[config.mk]
export PLATFORM = sky130hd
export DESIGN_NAME = alt_input_route_select
export DESIGN_NICKNAME = d
export VERILOG_FILES = /design/src/pkg/input_route_pkg.sv /design/src/hdl/alt_input_route_select.sv
export SDC_FILE = /design/constraint.sdc
export NUM_CORES = 1
export LEC_CHECK = 0
export BUFFER_PORTS_ARGS = -buffer_cell sky130_fd_sc_hd__clkbuf_2
export CORE_ASPECT_RATIO = 0.5
export CORE_MARGIN = 3
export CORE_UTILIZATION = 30
export DETAILED_ROUTE_END_ITERATION = 7
export GPL_TIMING_DRIVEN = 0
export PLACE_DENSITY_LB_ADDON = 0.08
export SLEW_MARGIN = 20
export SYNTH_ARGS = -nofsm -noshare
export SYNTH_HDL_FRONTEND = slang
export SYNTH_SLANG_ARGS = --single-unit
[constraint.sdc]
create_clock -name clock -period 2 [get_ports clock]
set_clock_uncertainty 0.1 [all_clocks]
set_input_delay 0.1 -clock clock [delete_from_list [all_inputs] [get_ports clock]]
set_output_delay 0.1 -clock clock [all_outputs]
set_load 0.05 [all_outputs]
[src/pkg/input_route_pkg.sv]
// Constants and carrier types of the alternative input route selector.
package input_route_pkg;

    // Number of select registers and their data width.
    localparam int SEL_COUNT = 4;
    localparam int SEL_WIDTH = 8;

    // Register indices into the select array.
    localparam int IDX_SERIAL_IRQ     = 0;
    localparam int IDX_PULSE_TIMERS   = 1;
    localparam int IDX_GENERAL_TIMERS = 2;
    localparam int IDX_TIMER_UART     = 3;

    // Byte addresses of the four select registers.
    localparam logic [31:0] ADDR_SERIAL_IRQ     = 32'hfffff720;
    localparam logic [31:0] ADDR_PULSE_TIMERS   = 32'hfffff722;
    localparam logic [31:0] ADDR_GENERAL_TIMERS = 32'hfffff724;
    localparam logic [31:0] ADDR_TIMER_UART     = 32'hfffff726;

    // Reset values, one per register.
    localparam logic [7:0] RST_SERIAL_IRQ     = 8'h01;
    localparam logic [7:0] RST_PULSE_TIMERS   = 8'h01;
    localparam logic [7:0] RST_GENERAL_TIMERS = 8'h01;
    localparam logic [7:0] RST_TIMER_UART     = 8'h01;

    // Writable bits; cleared bits are fixed at zero.
    localparam logic [7:0] WMASK_SERIAL_IRQ     = 8'hf7;
    localparam logic [7:0] WMASK_PULSE_TIMERS   = 8'hff;
    localparam logic [7:0] WMASK_GENERAL_TIMERS = 8'hff;
    localparam logic [7:0] WMASK_TIMER_UART     = 8'h3f;

    // Field positions in the serial and interrupt select register.
    localparam int BIT_IRQ7 = 7;
    localparam int BIT_IRQ6 = 6;
    localparam int BIT_I2C1 = 5;
    localparam int BIT_I2C0 = 4;
    localparam int BIT_RSV3 = 3;
    localparam int BIT_SER2 = 2;
    localparam int BIT_SER1 = 1;
    localparam int BIT_SER0 = 0;

    // Field positions of the four-bit timer groups.
    localparam int GRP_LO = 0;
    localparam int GRP_HI = 4;

    // Field positions in the timer and uart select register.
    localparam int BIT_UART1 = 5;
    localparam int BIT_UART0 = 4;

    // Port pin groups that can feed a routed input.
    typedef struct packed {
        logic [7:0] port13;
        logic [7:0] port10;
        logic [7:0] port9;
        logic [7:0] port8;
        logic [7:0] port6;
        logic [7:0] port5;
        logic [7:0] port4;
        logic [7:0] port3;
        logic [7:0] port2;
        logic [7:0] port1;
        logic [7:0] port0;
    } port_pins_t;

    // Routed inputs handed to the peripherals.
    typedef struct packed {
        logic       ext_interrupt_7;
        logic       ext_interrupt_6;
        logic       i2c1_scl;
        logic       i2c1_sda;
        logic       i2c0_scl;
        logic       i2c0_sda;
        logic       serial_clock_in_2;
        logic       serial_data_in_2;
        logic       serial_clock_in_1;
        logic       serial_data_in_1;
        logic       serial_clock_in_0;
        logic       serial_data_in_0;
        logic [3:0] pulse_capture_lo;
        logic [3:0] pulse_capture_hi;
        logic [3:0] general_capture_0;
        logic [3:0] general_capture_1;
        logic [3:0] general_capture_2;
        logic       uart_receive_in_1;
        logic       uart_receive_in_0;
    } periph_in_t;

endpackage

[src/hdl/alt_input_route_select.sv]
// Alternative input route selector with its four select registers.
//
// What this block does
// - Each input picks one of two pins.
// - Input routing never touches pin output selection.
// - Select registers accessed only as whole bytes.
// - All select registers reset to 0x01.
// - Bit 7 picks interrupt 7 pin.
// - Bit 6 picks interrupt 6 pin.
// - Bit 5 picks second I2C pins.
// - Bit 4 picks first I2C pins.
// - Bit 3 reads zero, writes dropped.
// - Bit 2 picks third serial unit pins.
// - Bit 1 picks second serial unit pins.
// - Bit 0 picks first serial unit pins.
// - Low nibble picks pulse timers 0 and 1.
// - High nibble picks pulse timers 2 and 3.
// - Low nibble picks general timer 0 channels.
// - High nibble picks general timer 1 channels.
// - Low nibble picks general timer 2 channels.
// - Bit 4 picks first uart receive pin.
// - Bit 5 picks second uart receive pin.
// - Bits 7 and 6 read zero, writes ignored.
`timescale 1ns/1ps

module alt_input_route_select (
    // Clock and reset.
    input  wire logic                       clock,
    input  wire logic                       srst,
    // Register port.
    input  wire logic [31:0]                addr,
    input  wire logic [7:0]                 wdata,
    input  wire logic                       wr,
    input  wire logic                       rd,
    output logic      [7:0]                 rdata,
    // Port pin levels from the pads.
    input  wire input_route_pkg::port_pins_t pins,
    // Routed inputs toward the peripherals.
    output input_route_pkg::periph_in_t     periph
);

    // Per-bit two-way pick, one vector of selects at a time.
    function automatic logic [3:0] pick4(input logic [3:0] sel,
                                         input logic [3:0] a,
                                         input logic [3:0] b);
        pick4 = (a & ~sel) | (b & sel);
    endfunction

    // Single-bit two-way pick.
    function automatic logic pick(input logic sel,
                                  input logic a,
                                  input logic b);
        pick = sel ? b : a;
    endfunction

    // Pin synchroniser stages and routed output register.
    input_route_pkg::port_pins_t pins_m_q;
    input_route_pkg::port_pins_t pins_s_q;
    input_route_pkg::periph_in_t route_d;
    input_route_pkg::periph_in_t route_q;

    // Select registers and read data register.
    logic [7:0] sel_serial_q;
    logic [7:0] sel_pulse_q;
    logic [7:0] sel_general_q;
    logic [7:0] sel_uart_q;
    logic [7:0] rdata_q;
    logic [7:0] rdata_d;

    // Address decode, one hit line per register.
    wire hit_serial  = addr == input_route_pkg::ADDR_SERIAL_IRQ;
    wire hit_pulse   = addr == input_route_pkg::ADDR_PULSE_TIMERS;
    wire hit_general = addr == input_route_pkg::ADDR_GENERAL_TIMERS;
    wire hit_uart    = addr == input_route_pkg::ADDR_TIMER_UART;

    // The port carries only whole bytes, so partial updates cannot occur.
    wire wr_serial   = wr & hit_serial;
    wire wr_pulse    = wr & hit_pulse;
    wire wr_general  = wr & hit_general;
    wire wr_uart     = wr & hit_uart;

    // Unmapped addresses read back as zero.
    assign rdata_d =
        ({8{hit_serial}}  & sel_serial_q)  |
        ({8{hit_pulse}}   & sel_pulse_q)   |
        ({8{hit_general}} & sel_general_q) |
        ({8{hit_uart}}    & sel_uart_q);

    // Select registers; masked bits never store, so they read as zero.
    always_ff @(posedge clock) begin
        if (srst) begin
            sel_serial_q  <= input_route_pkg::RST_SERIAL_IRQ;
            sel_pulse_q   <= input_route_pkg::RST_PULSE_TIMERS;
            sel_general_q <= input_route_pkg::RST_GENERAL_TIMERS;
            sel_uart_q    <= input_route_pkg::RST_TIMER_UART;
        end else begin
            if (wr_serial) begin
                sel_serial_q <= wdata &
                    input_route_pkg::WMASK_SERIAL_IRQ;
            end
            if (wr_pulse) begin
                sel_pulse_q <= wdata &
                    input_route_pkg::WMASK_PULSE_TIMERS;
            end
            if (wr_general) begin
                sel_general_q <= wdata &
                    input_route_pkg::WMASK_GENERAL_TIMERS;
            end
            if (wr_uart) begin
                sel_uart_q <= wdata &
                    input_route_pkg::WMASK_TIMER_UART;
            end
        end
    end

    // Read data stand for one cycle after the strobe, zero otherwise.
    always_ff @(posedge clock) begin
        if (srst) begin
            rdata_q <= 8'h00;
        end else begin
            rdata_q <= rd ? rdata_d : 8'h00;
        end
    end

    assign rdata = rdata_q;

    // Pads are asynchronous, so every pin passes two flops first.
    always_ff @(posedge clock) begin
        if (srst) begin
            pins_m_q <= '0;
            pins_s_q <= '0;
        end else begin
            pins_m_q <= pins;
            pins_s_q <= pins_m_q;
        end
    end

    // Input routing only; pin output drivers are chosen elsewhere and
    // nothing here reaches them.
    assign route_d.ext_interrupt_7 = pick(
        sel_serial_q[input_route_pkg::BIT_IRQ7],
        pins_s_q.port5[0], pins_s_q.port8[4]);
    assign route_d.ext_interrupt_6 = pick(
        sel_serial_q[input_route_pkg::BIT_IRQ6],
        pins_s_q.port0[7], pins_s_q.port4[0]);
    assign route_d.i2c1_scl = pick(
        sel_serial_q[input_route_pkg::BIT_I2C1],
        pins_s_q.port2[1], pins_s_q.port3[1]);
    assign route_d.i2c1_sda = pick(
        sel_serial_q[input_route_pkg::BIT_I2C1],
        pins_s_q.port2[0], pins_s_q.port3[0]);
    assign route_d.i2c0_scl = pick(
        sel_serial_q[input_route_pkg::BIT_I2C0],
        pins_s_q.port1[7], pins_s_q.port6[4]);
    assign route_d.i2c0_sda = pick(
        sel_serial_q[input_route_pkg::BIT_I2C0],
        pins_s_q.port1[6], pins_s_q.port6[5]);

    // Clocked serial units: clock and data move together.
    assign route_d.serial_clock_in_2 = pick(
        sel_serial_q[input_route_pkg::BIT_SER2],
        pins_s_q.port8[2], pins_s_q.port9[6]);
    assign route_d.serial_data_in_2 = pick(
        sel_serial_q[input_route_pkg::BIT_SER2],
        pins_s_q.port8[0], pins_s_q.port9[4]);
    assign route_d.serial_clock_in_1 = pick(
        sel_serial_q[input_route_pkg::BIT_SER1],
        pins_s_q.port4[5], pins_s_q.port9[2]);
    assign route_d.serial_data_in_1 = pick(
        sel_serial_q[input_route_pkg::BIT_SER1],
        pins_s_q.port4[3], pins_s_q.port9[0]);
    assign route_d.serial_clock_in_0 = pick(
        sel_serial_q[input_route_pkg::BIT_SER0],
        pins_s_q.port4[2], pins_s_q.port10[7]);
    assign route_d.serial_data_in_0 = pick(
        sel_serial_q[input_route_pkg::BIT_SER0],
        pins_s_q.port4[0], pins_s_q.port10[5]);

    // Pulse timer captures; two channels share each alternate pin.
    assign route_d.pulse_capture_lo = pick4(
        sel_pulse_q[input_route_pkg::GRP_LO +: 4],
        pins_s_q.port6[3:0],
        {pins_s_q.port10[0], pins_s_q.port10[1],
         pins_s_q.port10[1], pins_s_q.port10[0]});
    assign route_d.pulse_capture_hi = pick4(
        sel_pulse_q[input_route_pkg::GRP_HI +: 4],
        {pins_s_q.port6[7], pins_s_q.port6[5],
         pins_s_q.port6[6], pins_s_q.port6[4]},
        {pins_s_q.port10[2], pins_s_q.port10[3],
         pins_s_q.port10[3], pins_s_q.port10[2]});

    // General timer captures, channel 1 in bit 0.
    assign route_d.general_capture_0 = pick4(
        sel_general_q[input_route_pkg::GRP_LO +: 4],
        pins_s_q.port2[3:0], pins_s_q.port13[3:0]);
    assign route_d.general_capture_1 = pick4(
        sel_general_q[input_route_pkg::GRP_HI +: 4],
        pins_s_q.port2[7:4], pins_s_q.port13[7:4]);
    assign route_d.general_capture_2 = pick4(
        sel_uart_q[input_route_pkg::GRP_LO +: 4],
        pins_s_q.port3[7:4],
        {pins_s_q.port6[3], pins_s_q.port6[7],
         pins_s_q.port6[6], pins_s_q.port6[1]});

    // Uart receive inputs.
    assign route_d.uart_receive_in_0 = pick(
        sel_uart_q[input_route_pkg::BIT_UART0],
        pins_s_q.port3[1], pins_s_q.port8[7]);
    assign route_d.uart_receive_in_1 = pick(
        sel_uart_q[input_route_pkg::BIT_UART1],
        pins_s_q.port3[3], pins_s_q.port5[6]);

    // Registered outputs keep mux glitches away from edge-sensitive
    // peripherals such as the interrupt detectors.
    always_ff @(posedge clock) begin
        if (srst) begin
            route_q <= '0;
        end else begin
            route_q <= route_d;
        end
    end

    assign periph = route_q;

    // Reset leaves every select register at its reset value.
    a_reset_values:
    assert property (@(posedge clock)
        srst |=> (sel_serial_q == input_route_pkg::RST_SERIAL_IRQ) &&
                 (sel_pulse_q == input_route_pkg::RST_PULSE_TIMERS) &&
                 (sel_general_q == input_route_pkg::RST_GENERAL_TIMERS) &&
                 (sel_uart_q == input_route_pkg::RST_TIMER_UART))
    else $error("select register not 0x01 after reset");

    // A whole-byte write to the pulse timer register lands in full in the next cycle.
    a_byte_write:
    assert property (@(posedge clock) disable iff (srst)
        wr && hit_pulse |=> sel_pulse_q == $past(wdata))
    else $error("pulse select write not stored whole");

    // Reading returns the register held at the strobe, once only.
    a_read_back:
    assert property (@(posedge clock) disable iff (srst)
        rd && hit_general |=> rdata == $past(sel_general_q) ##1
        (rdata == 8'h00 || $past(rd)))
    else $error("general select read back wrong");

    // Reserved bit 3 never holds a one.
    a_rsv3_zero:
    assert property (@(posedge clock) disable iff (srst)
        wr && hit_serial |=> !sel_serial_q[input_route_pkg::BIT_RSV3] &&
        sel_serial_q[2:0] == $past(wdata[2:0]))
    else $error("reserved bit 3 stored a write");

    // Reserved bits 7 and 6 never hold a one.
    a_rsv76_zero:
    assert property (@(posedge clock) disable iff (srst)
        rd && hit_uart |=> rdata[7:6] == 2'b00)
    else $error("reserved bits 7 and 6 read non-zero");

    // A write to the timer and uart register keeps bits 7 and 6 clear.
    a_rsv76_store:
    assert property (@(posedge clock) disable iff (srst)
        wr && hit_uart |=> sel_uart_q[7:6] == 2'b00 &&
        sel_uart_q[5:0] == $past(wdata[5:0]))
    else $error("reserved bits 7 and 6 stored a write");

    // A stray write must not disturb a routing choice elsewhere.
    a_unmapped_quiet:
    assert property (@(posedge clock) disable iff (srst)
        wr && !(hit_serial || hit_pulse || hit_general || hit_uart) |=>
        $stable(sel_serial_q) && $stable(sel_pulse_q) &&
        $stable(sel_general_q) && $stable(sel_uart_q))
    else $error("unmapped write changed a select register");

    // Interrupt 7 follows the selected pin one cycle on.
    a_irq7_route:
    assert property (@(posedge clock) disable iff (srst)
        1'b1 |=> route_q.ext_interrupt_7 == ($past(sel_serial_q[7]) ?
            $past(pins_s_q.port8[4]) : $past(pins_s_q.port5[0])))
    else $error("interrupt 7 taken from wrong pin");

    // Interrupt 6 follows the selected pin one cycle on.
    a_irq6_route:
    assert property (@(posedge clock) disable iff (srst)
        1'b1 |=> route_q.ext_interrupt_6 == ($past(sel_serial_q[6]) ?
            $past(pins_s_q.port4[0]) : $past(pins_s_q.port0[7])))
    else $error("interrupt 6 taken from wrong pin");

    // Second I2C data line on the selected pin.
    a_i2c1_route:
    assert property (@(posedge clock) disable iff (srst)
        sel_serial_q[5] |=> route_q.i2c1_sda == $past(pins_s_q.port3[0]))
    else $error("second I2C data from wrong pin");

    // First I2C clock line on the selected pin.
    a_i2c0_route:
    assert property (@(posedge clock) disable iff (srst)
        !sel_serial_q[4] |=> route_q.i2c0_scl == $past(pins_s_q.port1[7]))
    else $error("first I2C clock from wrong pin");

    // Third serial unit clock on the selected pin.
    a_ser2_route:
    assert property (@(posedge clock) disable iff (srst)
        sel_serial_q[2] |=>
        route_q.serial_clock_in_2 == $past(pins_s_q.port9[6]))
    else $error("third serial clock from wrong pin");

    // Second serial unit data on the selected pin.
    a_ser1_route:
    assert property (@(posedge clock) disable iff (srst)
        !sel_serial_q[1] |=>
        route_q.serial_data_in_1 == $past(pins_s_q.port4[3]))
    else $error("second serial data from wrong pin");

    // First serial unit data on the selected pin.
    a_ser0_route:
    assert property (@(posedge clock) disable iff (srst)
        sel_serial_q[0] |=>
        route_q.serial_data_in_0 == $past(pins_s_q.port10[5]))
    else $error("first serial data from wrong pin");

    // Pulse unit 1 channel 1 shares its alternate pin with unit 0.
    a_pulse_lo:
    assert property (@(posedge clock) disable iff (srst)
        sel_pulse_q[3] |=>
        route_q.pulse_capture_lo[3] == $past(pins_s_q.port10[0]))
    else $error("pulse unit 1 channel 1 from wrong pin");

    // Pulse unit 3 channel 0 sits on its crossed default pin.
    a_pulse_hi:
    assert property (@(posedge clock) disable iff (srst)
        !sel_pulse_q[6] |=>
        route_q.pulse_capture_hi[2] == $past(pins_s_q.port6[5]))
    else $error("pulse unit 3 channel 0 from wrong pin");

    // General timer 0 channel 4 on the selected pin.
    a_gen0_route:
    assert property (@(posedge clock) disable iff (srst)
        sel_general_q[3] |=>
        route_q.general_capture_0[3] == $past(pins_s_q.port13[3]))
    else $error("general timer 0 channel 4 from wrong pin");

    // General timer 1 channel 1 on the selected pin.
    a_gen1_route:
    assert property (@(posedge clock) disable iff (srst)
        !sel_general_q[4] |=>
        route_q.general_capture_1[0] == $past(pins_s_q.port2[4]))
    else $error("general timer 1 channel 1 from wrong pin");

    // General timer 2 channel 2 on its alternate pin.
    a_gen2_route:
    assert property (@(posedge clock) disable iff (srst)
        sel_uart_q[1] |=>
        route_q.general_capture_2[1] == $past(pins_s_q.port6[6]))
    else $error("general timer 2 channel 2 from wrong pin");

    // First uart receive on the selected pin.
    a_uart0_route:
    assert property (@(posedge clock) disable iff (srst)
        1'b1 |=> route_q.uart_receive_in_0 == ($past(sel_uart_q[4]) ?
            $past(pins_s_q.port8[7]) : $past(pins_s_q.port3[1])))
    else $error("first uart receive from wrong pin");

    // Second uart receive on the selected pin.
    a_uart1_route:
    assert property (@(posedge clock) disable iff (srst)
        1'b1 |=> route_q.uart_receive_in_1 == ($past(sel_uart_q[5]) ?
            $past(pins_s_q.port5[6]) : $past(pins_s_q.port3[3])))
    else $error("second uart receive from wrong pin");

    // An unselected pin toggling alone leaves the output still.
    a_unsel_quiet:
    assert property (@(posedge clock) disable iff (srst)
        !sel_serial_q[7] && $stable(sel_serial_q) &&
        $stable(pins_s_q.port5[0]) && $changed(pins_s_q.port8[4])
        |=> $stable(route_q.ext_interrupt_7))
    else $error("unselected pin disturbed interrupt 7");

endmodule // alt_input_route_select

After elaboration in Yosys (flattened, before gate mapping)

Index checks and enable logic that the tools add are counted.

Reduce and logical (&&, ||, !) cells: 1
Mux-type cells: 14
Bitwise logic cells: 32
Equality and inequality tests: 4

Operators by type and width:

| kind                   | count |
|---|---|
| $eq A32 B32 Y1 const B | 4 |
| $and A4 B4 Y4          | 10 |
| $and A8 B8 Y8          | 3 |
| $or A8 B8 Y8           | 3 |
| $not A4 Y4             | 5 |
| $or A4 B4 Y4           | 5 |
| $mux W1                | 14 |
| $and A8 B6 Y8          | 1 |
| $and A1 B1 Y1          | 4 |
| $reduce_or A2 Y1       | 1 |
| $not A1 Y1             | 1 |

Output and inout bits: 42
Bits in registers: 239
Logic and storage cells: 97

Depth between registers and ports, before layout

Gate-level depths: netlist of run 1.

Depth after elaboration: 5
Gate-level depth with buffers: 5

Worst setup path after synthesis of run 1

OpenSTA, ideal clock, no wires.

Path type: in2reg
From: in addr[6]
To: reg sel_pulse_q[0]
Path slack: 481 ps
Stages on the path: 4
Library setup time: 126 ps
Arrival time: 1,293 ps
Required time: 1,774 ps
Path through: nand4bb_4 > nor4_4 > nand4_4 > mux2i_1

Longest elaborated chain between the ends: 2

RTL lines:

| what                   | RTL line                      | source |
|---|---|---|
| start: declaration     | alt_input_route_select.sv:31  | `input wire logic [31:0] addr,` |
| $eq A32 B32 Y1         | alt_input_route_select.sv:72  | `wire hit_pulse = addr == input_route_pkg::ADDR_PULSE_TIMERS;` |
| $and A1 B1 Y1          | alt_input_route_select.sv:78  | `wire wr_pulse = wr & hit_pulse;` |
| end signal: assignment | alt_input_route_select.sv:93  | `sel_pulse_q <= input_route_pkg::RST_PULSE_TIMERS;` |
| end signal: assignment | alt_input_route_select.sv:102 | `sel_pulse_q <= wdata &` |
| end: declaration       | alt_input_route_select.sv:64  | `logic [7:0] sel_pulse_q;` |

No other way between the ends.
A chain may end at the register's enable or synchronous reset.

Final worst setup path of run 1

From: in srst
To: reg route_q (netlist bit periph[6])

RTL lines:

| what                   | RTL line                      | source |
|---|---|---|
| start: declaration     | alt_input_route_select.sv:29  | `input wire logic srst,` |
| end signal: assignment | alt_input_route_select.sv:219 | `route_q <= route_d;` |
| end: declaration       | alt_input_route_select.sv:60  | `input_route_pkg::periph_in_t route_q;` |

No word-level cell between the ends.

==> results.md, run 1 <==
- Run status: completed
- Area Overhead vs Synth: 38.5%
- Final setup fails: 0
- Area taken by flip-flops and latches: 3580 sq um
- Final wirelength: 15100 microns
- Worst EP arrival: 1910 ps
- Final GP Congestion: 0.712
- Max clock buf depth: 2
- Initial Util: 31.0%
- Sequential share of the synthesized area: 61.9%
- Netlist cell types: 20
- Slew headroom: 51.1%
- Antenna fix cells: 0
- Worst setup path class: input pin to flip-flop
- CTS root buffer: clkbuf_16
- Critical Path RT: 2200 ps
- Highest clock rate: 0.587 GHz
- Clock Pin Slew Worst Setup and Hold Paths: 70 ps
- Post-CTS Setup Bufs: 0
- Share of layout cells above drive strength 1: 26.1%
- Count of final hold-check violations: 0
- Top FF cell, synth: dfxtp_1
- DRT Pass-1 Iters: 4
- Total clock buffers created by CTS: 17
- CP top delay family: buffers and inverters
- Startpoint Class: input pin
- Core Footprint: 18700 sq um
- Chip width: 202 microns
- Fraction of the cycle the final worst path needs: 85.1%
- CTS tree: yes
- Die area: 21100 sq um
- Cells along the critical path: clkbuf_1 > clkbuf_1 > clkbuf_1 > buf_2 > nor2_1
- Critical path endpoint category: flip-flop
- Dpl cells: 884
- Num rows: 35
- VDD IR max: 0.679 mV
- Via Count: 3903
- Fillers: 1873
- Pleak: 3.54 nW
- Pins over their slew limit: 0
- FFs w/ async S/R, synth: 0%
- CP max FO: 10
- Power density cells: 945 nW/um^2
- Port bufs: 138
- Via density: 3.99
- HPWL after DPL: 11000 microns
- Initial antenna violation count: 0
- Syn Nets: 619
- IO Count: 174
- Global-route wire length before repair: 23400 microns
- Initial drt markers: 94
- Crit-path max cell delay: 470 ps
- Nets: 838
- Post-synth EDFFs: 0
- Flop2flop setup slack: 710 ps
- Multi-input gate area: 2120 sq um
- DRC: 0
- Die extent in y: 104 microns
- Min Hold Slack: 57.1 ps
- Bufs and invs on worst path: 4
- Max-cap viol count: 0
- Commonest non-fill, non-tap cell in the layout: dfxtp_1
- Synth Cell Area: 5790 sq um
- RSZ-0062 raised after global routing: false
- Commonest non-fill, non-tap cells in the layout: dfxtp_1 (179), clkbuf_2 (138), nor2b_1 (115), mux2i_1 (65), dlygate4sd3_1 (62)
- Clk_lat worst skew: 430 ps
- Wire per inst: 15.4 microns
- Yosys reg bits: 179
- Vias in the first global route: 4111
- Slew @ Worst Pin: 733 ps
- Global route overflow: 0
- Post-route ant nets: 0
- Syn Inst Count: 487
- Total GRT Usage: 14.9%
- Largest net degree at the start of global routing: 17
- Tmin final: 1700 ps
- CP max stage cell: clkbuf_1
- CTS sink count: 179
- Ys Warns: 0
- Post-layout instance count excluding filler cells: 978
- Syn Area/Cell: 11.9 sq um
- CP most frequent cell: clkbuf_1
- H-tree Lvls: 4
- Hold Path Class: input pin to flip-flop
-- timing repair --
| item | 4_1_cts | 5_1_grt |
|---|---|---|
| setup endpoints to repair | 16 | 0 |
| hold buffers | 62 | 0 |
| hold endpoints to repair | 83 | 0 |
| gates resized for setup | 3 | 0 |
-- worst paths after layout --
kind	start	to	cells past startpoint
setup / recovery	srst	periph[6]$_SDFF_PP0_	5
setup reg to reg	sel_serial_q[4]$_SDFFE_PP0P_	rdata[4]$_SDFF_PP0_	2
hold / removal	addr[0]	sel_uart_q[5]$_SDFFE_PP0P_	4
hold reg to reg	pins_m_q[77]$_SDFF_PP0_	pins_s_q[77]$_SDFF_PP0_	1
-- per-stage QoR --
step / setup WS, ps / TNS, ps / power (W) / util, % / cell area [sq um]
floorplan: 481 / 0 / 0.00402 / - / 5790
global placement: -553 / -13020 / 0.00422 / 36.5 / 6810
detailed placement: -559 / -13760 / 0.00422 / 36.5 / 6810
CTS: 212 / 0 / 0.00771 / 43.0 / 8020
global route: 100 / 0 / 0.00790 / 43.0 / 8020
finish: 298 / 0 / 0.00758 / 43.0 / 8020
-- where the power goes --
group	internal, W	leakage (nW)	switching, W	total [W]
sequential	0.00368	1.47	0.0000302	0.00371
combinational	0.000254	1.78	0.000259	0.000513
clock	0.00189	0.289	0.00147	0.00336
-- registers in the layout, summed over array words and instances (netlist names) --
name,cells
pins_s_q,54
sel_uart_q,6
sel_pulse_q,8
pins_m_q,54
periph,34
sel_serial_q,7
sel_general_q,8
rdata,8
-- Yosys cell counts (2+ instances only) --
cell,number,area share (%)
dfxtp_1,179,62
nor2b_1,115,12
mux2i_1,65,11
nor2_1,46,3.0
nand2b_1,33,3.6
clkbuf_1,18,1.2
mux4_2,5,1.9
buf_1,4,0.26
nand4_1,4,0.43
nand4_4,4,1.5
nand4b_1,3,0.45
a21oi_1,2,0.17
nor3_4,2,0.56
-- logic make-up after synthesis --
logic type,after synthesis,synth area share (%)
buffers and inverters,23,1.49
AOI/OAI and AO/OA,3,0.303
and+or+nand+nor,211,22.9
DFF,179,61.9
muxes,71,13.4
-- worst reg2reg max path: stages (launching register included) --
cell,delay (ps)
dfxtp_1,440
mux4_2,500
nor2b_1,140
-- cell type report --
cell class | instances | area share (%)
plain buffers | 22 | 1.08
clock buffers | 18 | 5.47
clock inverters | 14 | 1.92
inverters | 1 | 0.0468
multi-input cells | 285 | 26.4
flip-flops and latches | 179 | 44.7
well taps | 259 | 4.04
repair buffers | 200 | 16.3
-- routing by layer --
layer	wire (microns)	vias up	GRT usage, %
li1	-	2022	-
met1	7990	1793	21.6
met2	6390	76	21.8
met3	595	12	3.59
met4	110	0	4.44
met5	0	-	0
(Power assumes the default switching activity.)
==> run 2: changes to the inputs <==
Settings changed: BUFFER_PORTS_ARGS -buffer_cell sky130_fd_sc_hd__clkbuf_2 to unset, DONT_BUFFER_PORTS set to 1.
==> results.md, run 2 (synthesis results as in run 1) <==
- Run status: completed
- Initial drt markers: 148 (+57%)
- Via Count: 3462 (-11%)
- Fillers: 1883 (+0.53%)
- Die area: 21100 sq um (unchanged)
- Final wirelength: 15000 microns (-0.78%)
- Total GRT Usage: 14.6% (-0.31 points)
- HPWL after DPL: 10700 microns (-2.1%)
- Placed cell area: 6110 sq um (-10%)
- Startpoint Class: input pin
- Total clock buffers created by CTS: 17 (unchanged)
- Hold Path Class: input pin to flip-flop
- Share of layout cells above drive strength 1: 8.21% (-18 points)
- Highest clock rate: 0.563 GHz (-4.1%)
- Area Overhead vs Synth: 28.1%
- Clock Pin Slew Worst Setup and Hold Paths: 70 ps (about the same)
- Max-cap viol count: 0 (unchanged)
- Global-route wire length before repair: 22500 microns (-3.6%)
- Initial antenna violation count: 0 (unchanged)
- Tmin final: 1780 ps (+73.6 ps)
- Slew @ Worst Pin: 767 ps (+34.4 ps)
- Slew headroom: 48.8% (-2.3 points)
- Commonest non-fill, non-tap cell in the layout: dfxtp_1
- Largest net degree at the start of global routing: 17 (unchanged)
- Wire per inst: 17.7 microns (+15%)
- H-tree Lvls: 4 (unchanged)
- Final setup fails: 0 (unchanged)
- Pins over their slew limit: 0 (unchanged)
- Final core occ: 39.8% (-3.3 points)
- Final GP Congestion: 0.692 (-2.8%)
- Nets: 704 (-16%)
- DRC: 0 (unchanged)
- DP Worst Slack: -601 ps (-42.0 ps)
- Critical Path RT: 2200 ps (about the same)
- Vias in the first global route: 3681 (-10%)
- Dpl cells: 746 (-16%)
- Design Area, Final: 7420 sq um (-7.6%)
- Count of final hold-check violations: 0 (unchanged)
- Global route overflow: 0 (unchanged)
- Die extent in y: 104 microns (unchanged)
- Core Footprint: 18700 sq um (unchanged)
- Worst EP arrival: 1970 ps (+60 ps)
- Power density cells: 1050 nW/um^2 (+11%)
- Critical path endpoint category: flip-flop
- Clk_lat worst skew: 420 ps (about the same)
- CTS root buffer: clkbuf_16
- Post-route ant nets: 0 (unchanged)
- Num rows: 35 (unchanged)
- CP max FO: 10 (unchanged)
- Commonest non-fill, non-tap cells in the layout: dfxtp_1 (179), nor2b_1 (115), dlygate4sd3_1 (66), mux2i_1 (65), nor2_1 (46)
- Fraction of the cycle the final worst path needs: 88.8% (+3.7 points)
- CTS tree: yes
- VDD IR max: 0.520 mV (-23%)
- Port bufs: 0 (-100%)
- Antenna fix cells: 0 (unchanged)
- Via density: 4.10 (+2.8%)
- Pleak: 2.98 nW (-16%)
- CTS sink count: 179 (unchanged)
- Post-layout instance count excluding filler cells: 844 (-14%)
- DRT Pass-1 Iters: 4 (unchanged)
- RSZ-0062 raised after global routing: false
- Setup WS post-layout: 224 ps (-73.6 ps)
- Max clock buf depth: 2 (unchanged)
- Worst setup path class: input pin to flip-flop
- IO Count: 174 (unchanged)
- Initial Util: 31.0% (unchanged)
- Chip width: 202 microns (unchanged)
run 2: changes by cell type in the layout (fill, tap and decap cells not counted), sizes merged:
cell	change
clkbuf	-136
clkinv	-5
inv	+1
dlygate4sd3	+4
bufinv	+2
run 2: per-stage QoR:
stage          total power (W)  setup TNS (ps)  hold slack (ps)
2_1_floorplan          0.00402               0              128
3_3_place_gp           0.00411          -15260              132
3_5_place_dp           0.00411          -15800              134
4_1_cts                0.00785               0             36.4
5_1_grt                0.00804               0             51.9
6_report               0.00775               0             53.2
run 2: final timing paths:
kind	slack, ps	startpoint	cells past startpoint	to
max reg2reg	710	sel_serial_q[4]$_SDFFE_PP0P_	2	rdata[4]$_SDFF_PP0_
max	220	srst	5	periph[6]$_SDFF_PP0_
min	50	wr	4	sel_serial_q[4]$_SDFFE_PP0P_
min reg2reg	330	pins_m_q[68]$_SDFF_PP0_	1	pins_s_q[68]$_SDFF_PP0_
run 2: area by class of cell:
cell class / count / area [sq um] / share of cell area (%)
timing repair buffer: 66 / 661 / 8.91
sequential: 179 / 3580 / 48.3
buffer: 22 / 86.3 / 1.16
tap: 259 / 324 / 4.37
clock buffer: 20 / 447 / 6.02
inverter: 1 / 3.75 / 0.0506
multi-input combinational: 285 / 2120 / 28.6
clock inverter: 12 / 190 / 2.56
run 2: worst max-delay path, stage by stage:
cell      delay (ps)
clkbuf_1         360
clkbuf_1         510
clkbuf_1         460
buf_2            410
nor2_1           120
run 2: layer usage:
layer | vias to the layer above | track usage, % | wire length (microns)
met5 | - | 0 | 0
met4 | 0 | 4.30 | 93
met3 | 6 | 3.88 | 737
met2 | 76 | 21.6 | 6300
met1 | 1622 | 20.8 | 7830
li1 | 1758 | - | -
run 2: repair_timing:
action,CTS,global route
endpoints found under the hold margin,87,0
resized for setup,3,0
hold buffers,66,0
buffers inserted,0,0
endpoints found under the setup margin,30,0
run 2: report_power, final:
| part | leakage, nW | switching, W | internal (W) |
|---|---|---|---|
| Sequential | 1.47 | 0.0000978 | 0.00368 |
| Clock | 0.304 | 0.00147 | 0.00216 |
| Combinational | 1.21 | 0.000163 | 0.000184 |
| Total | 2.98 | 0.00173 | 0.00602 |
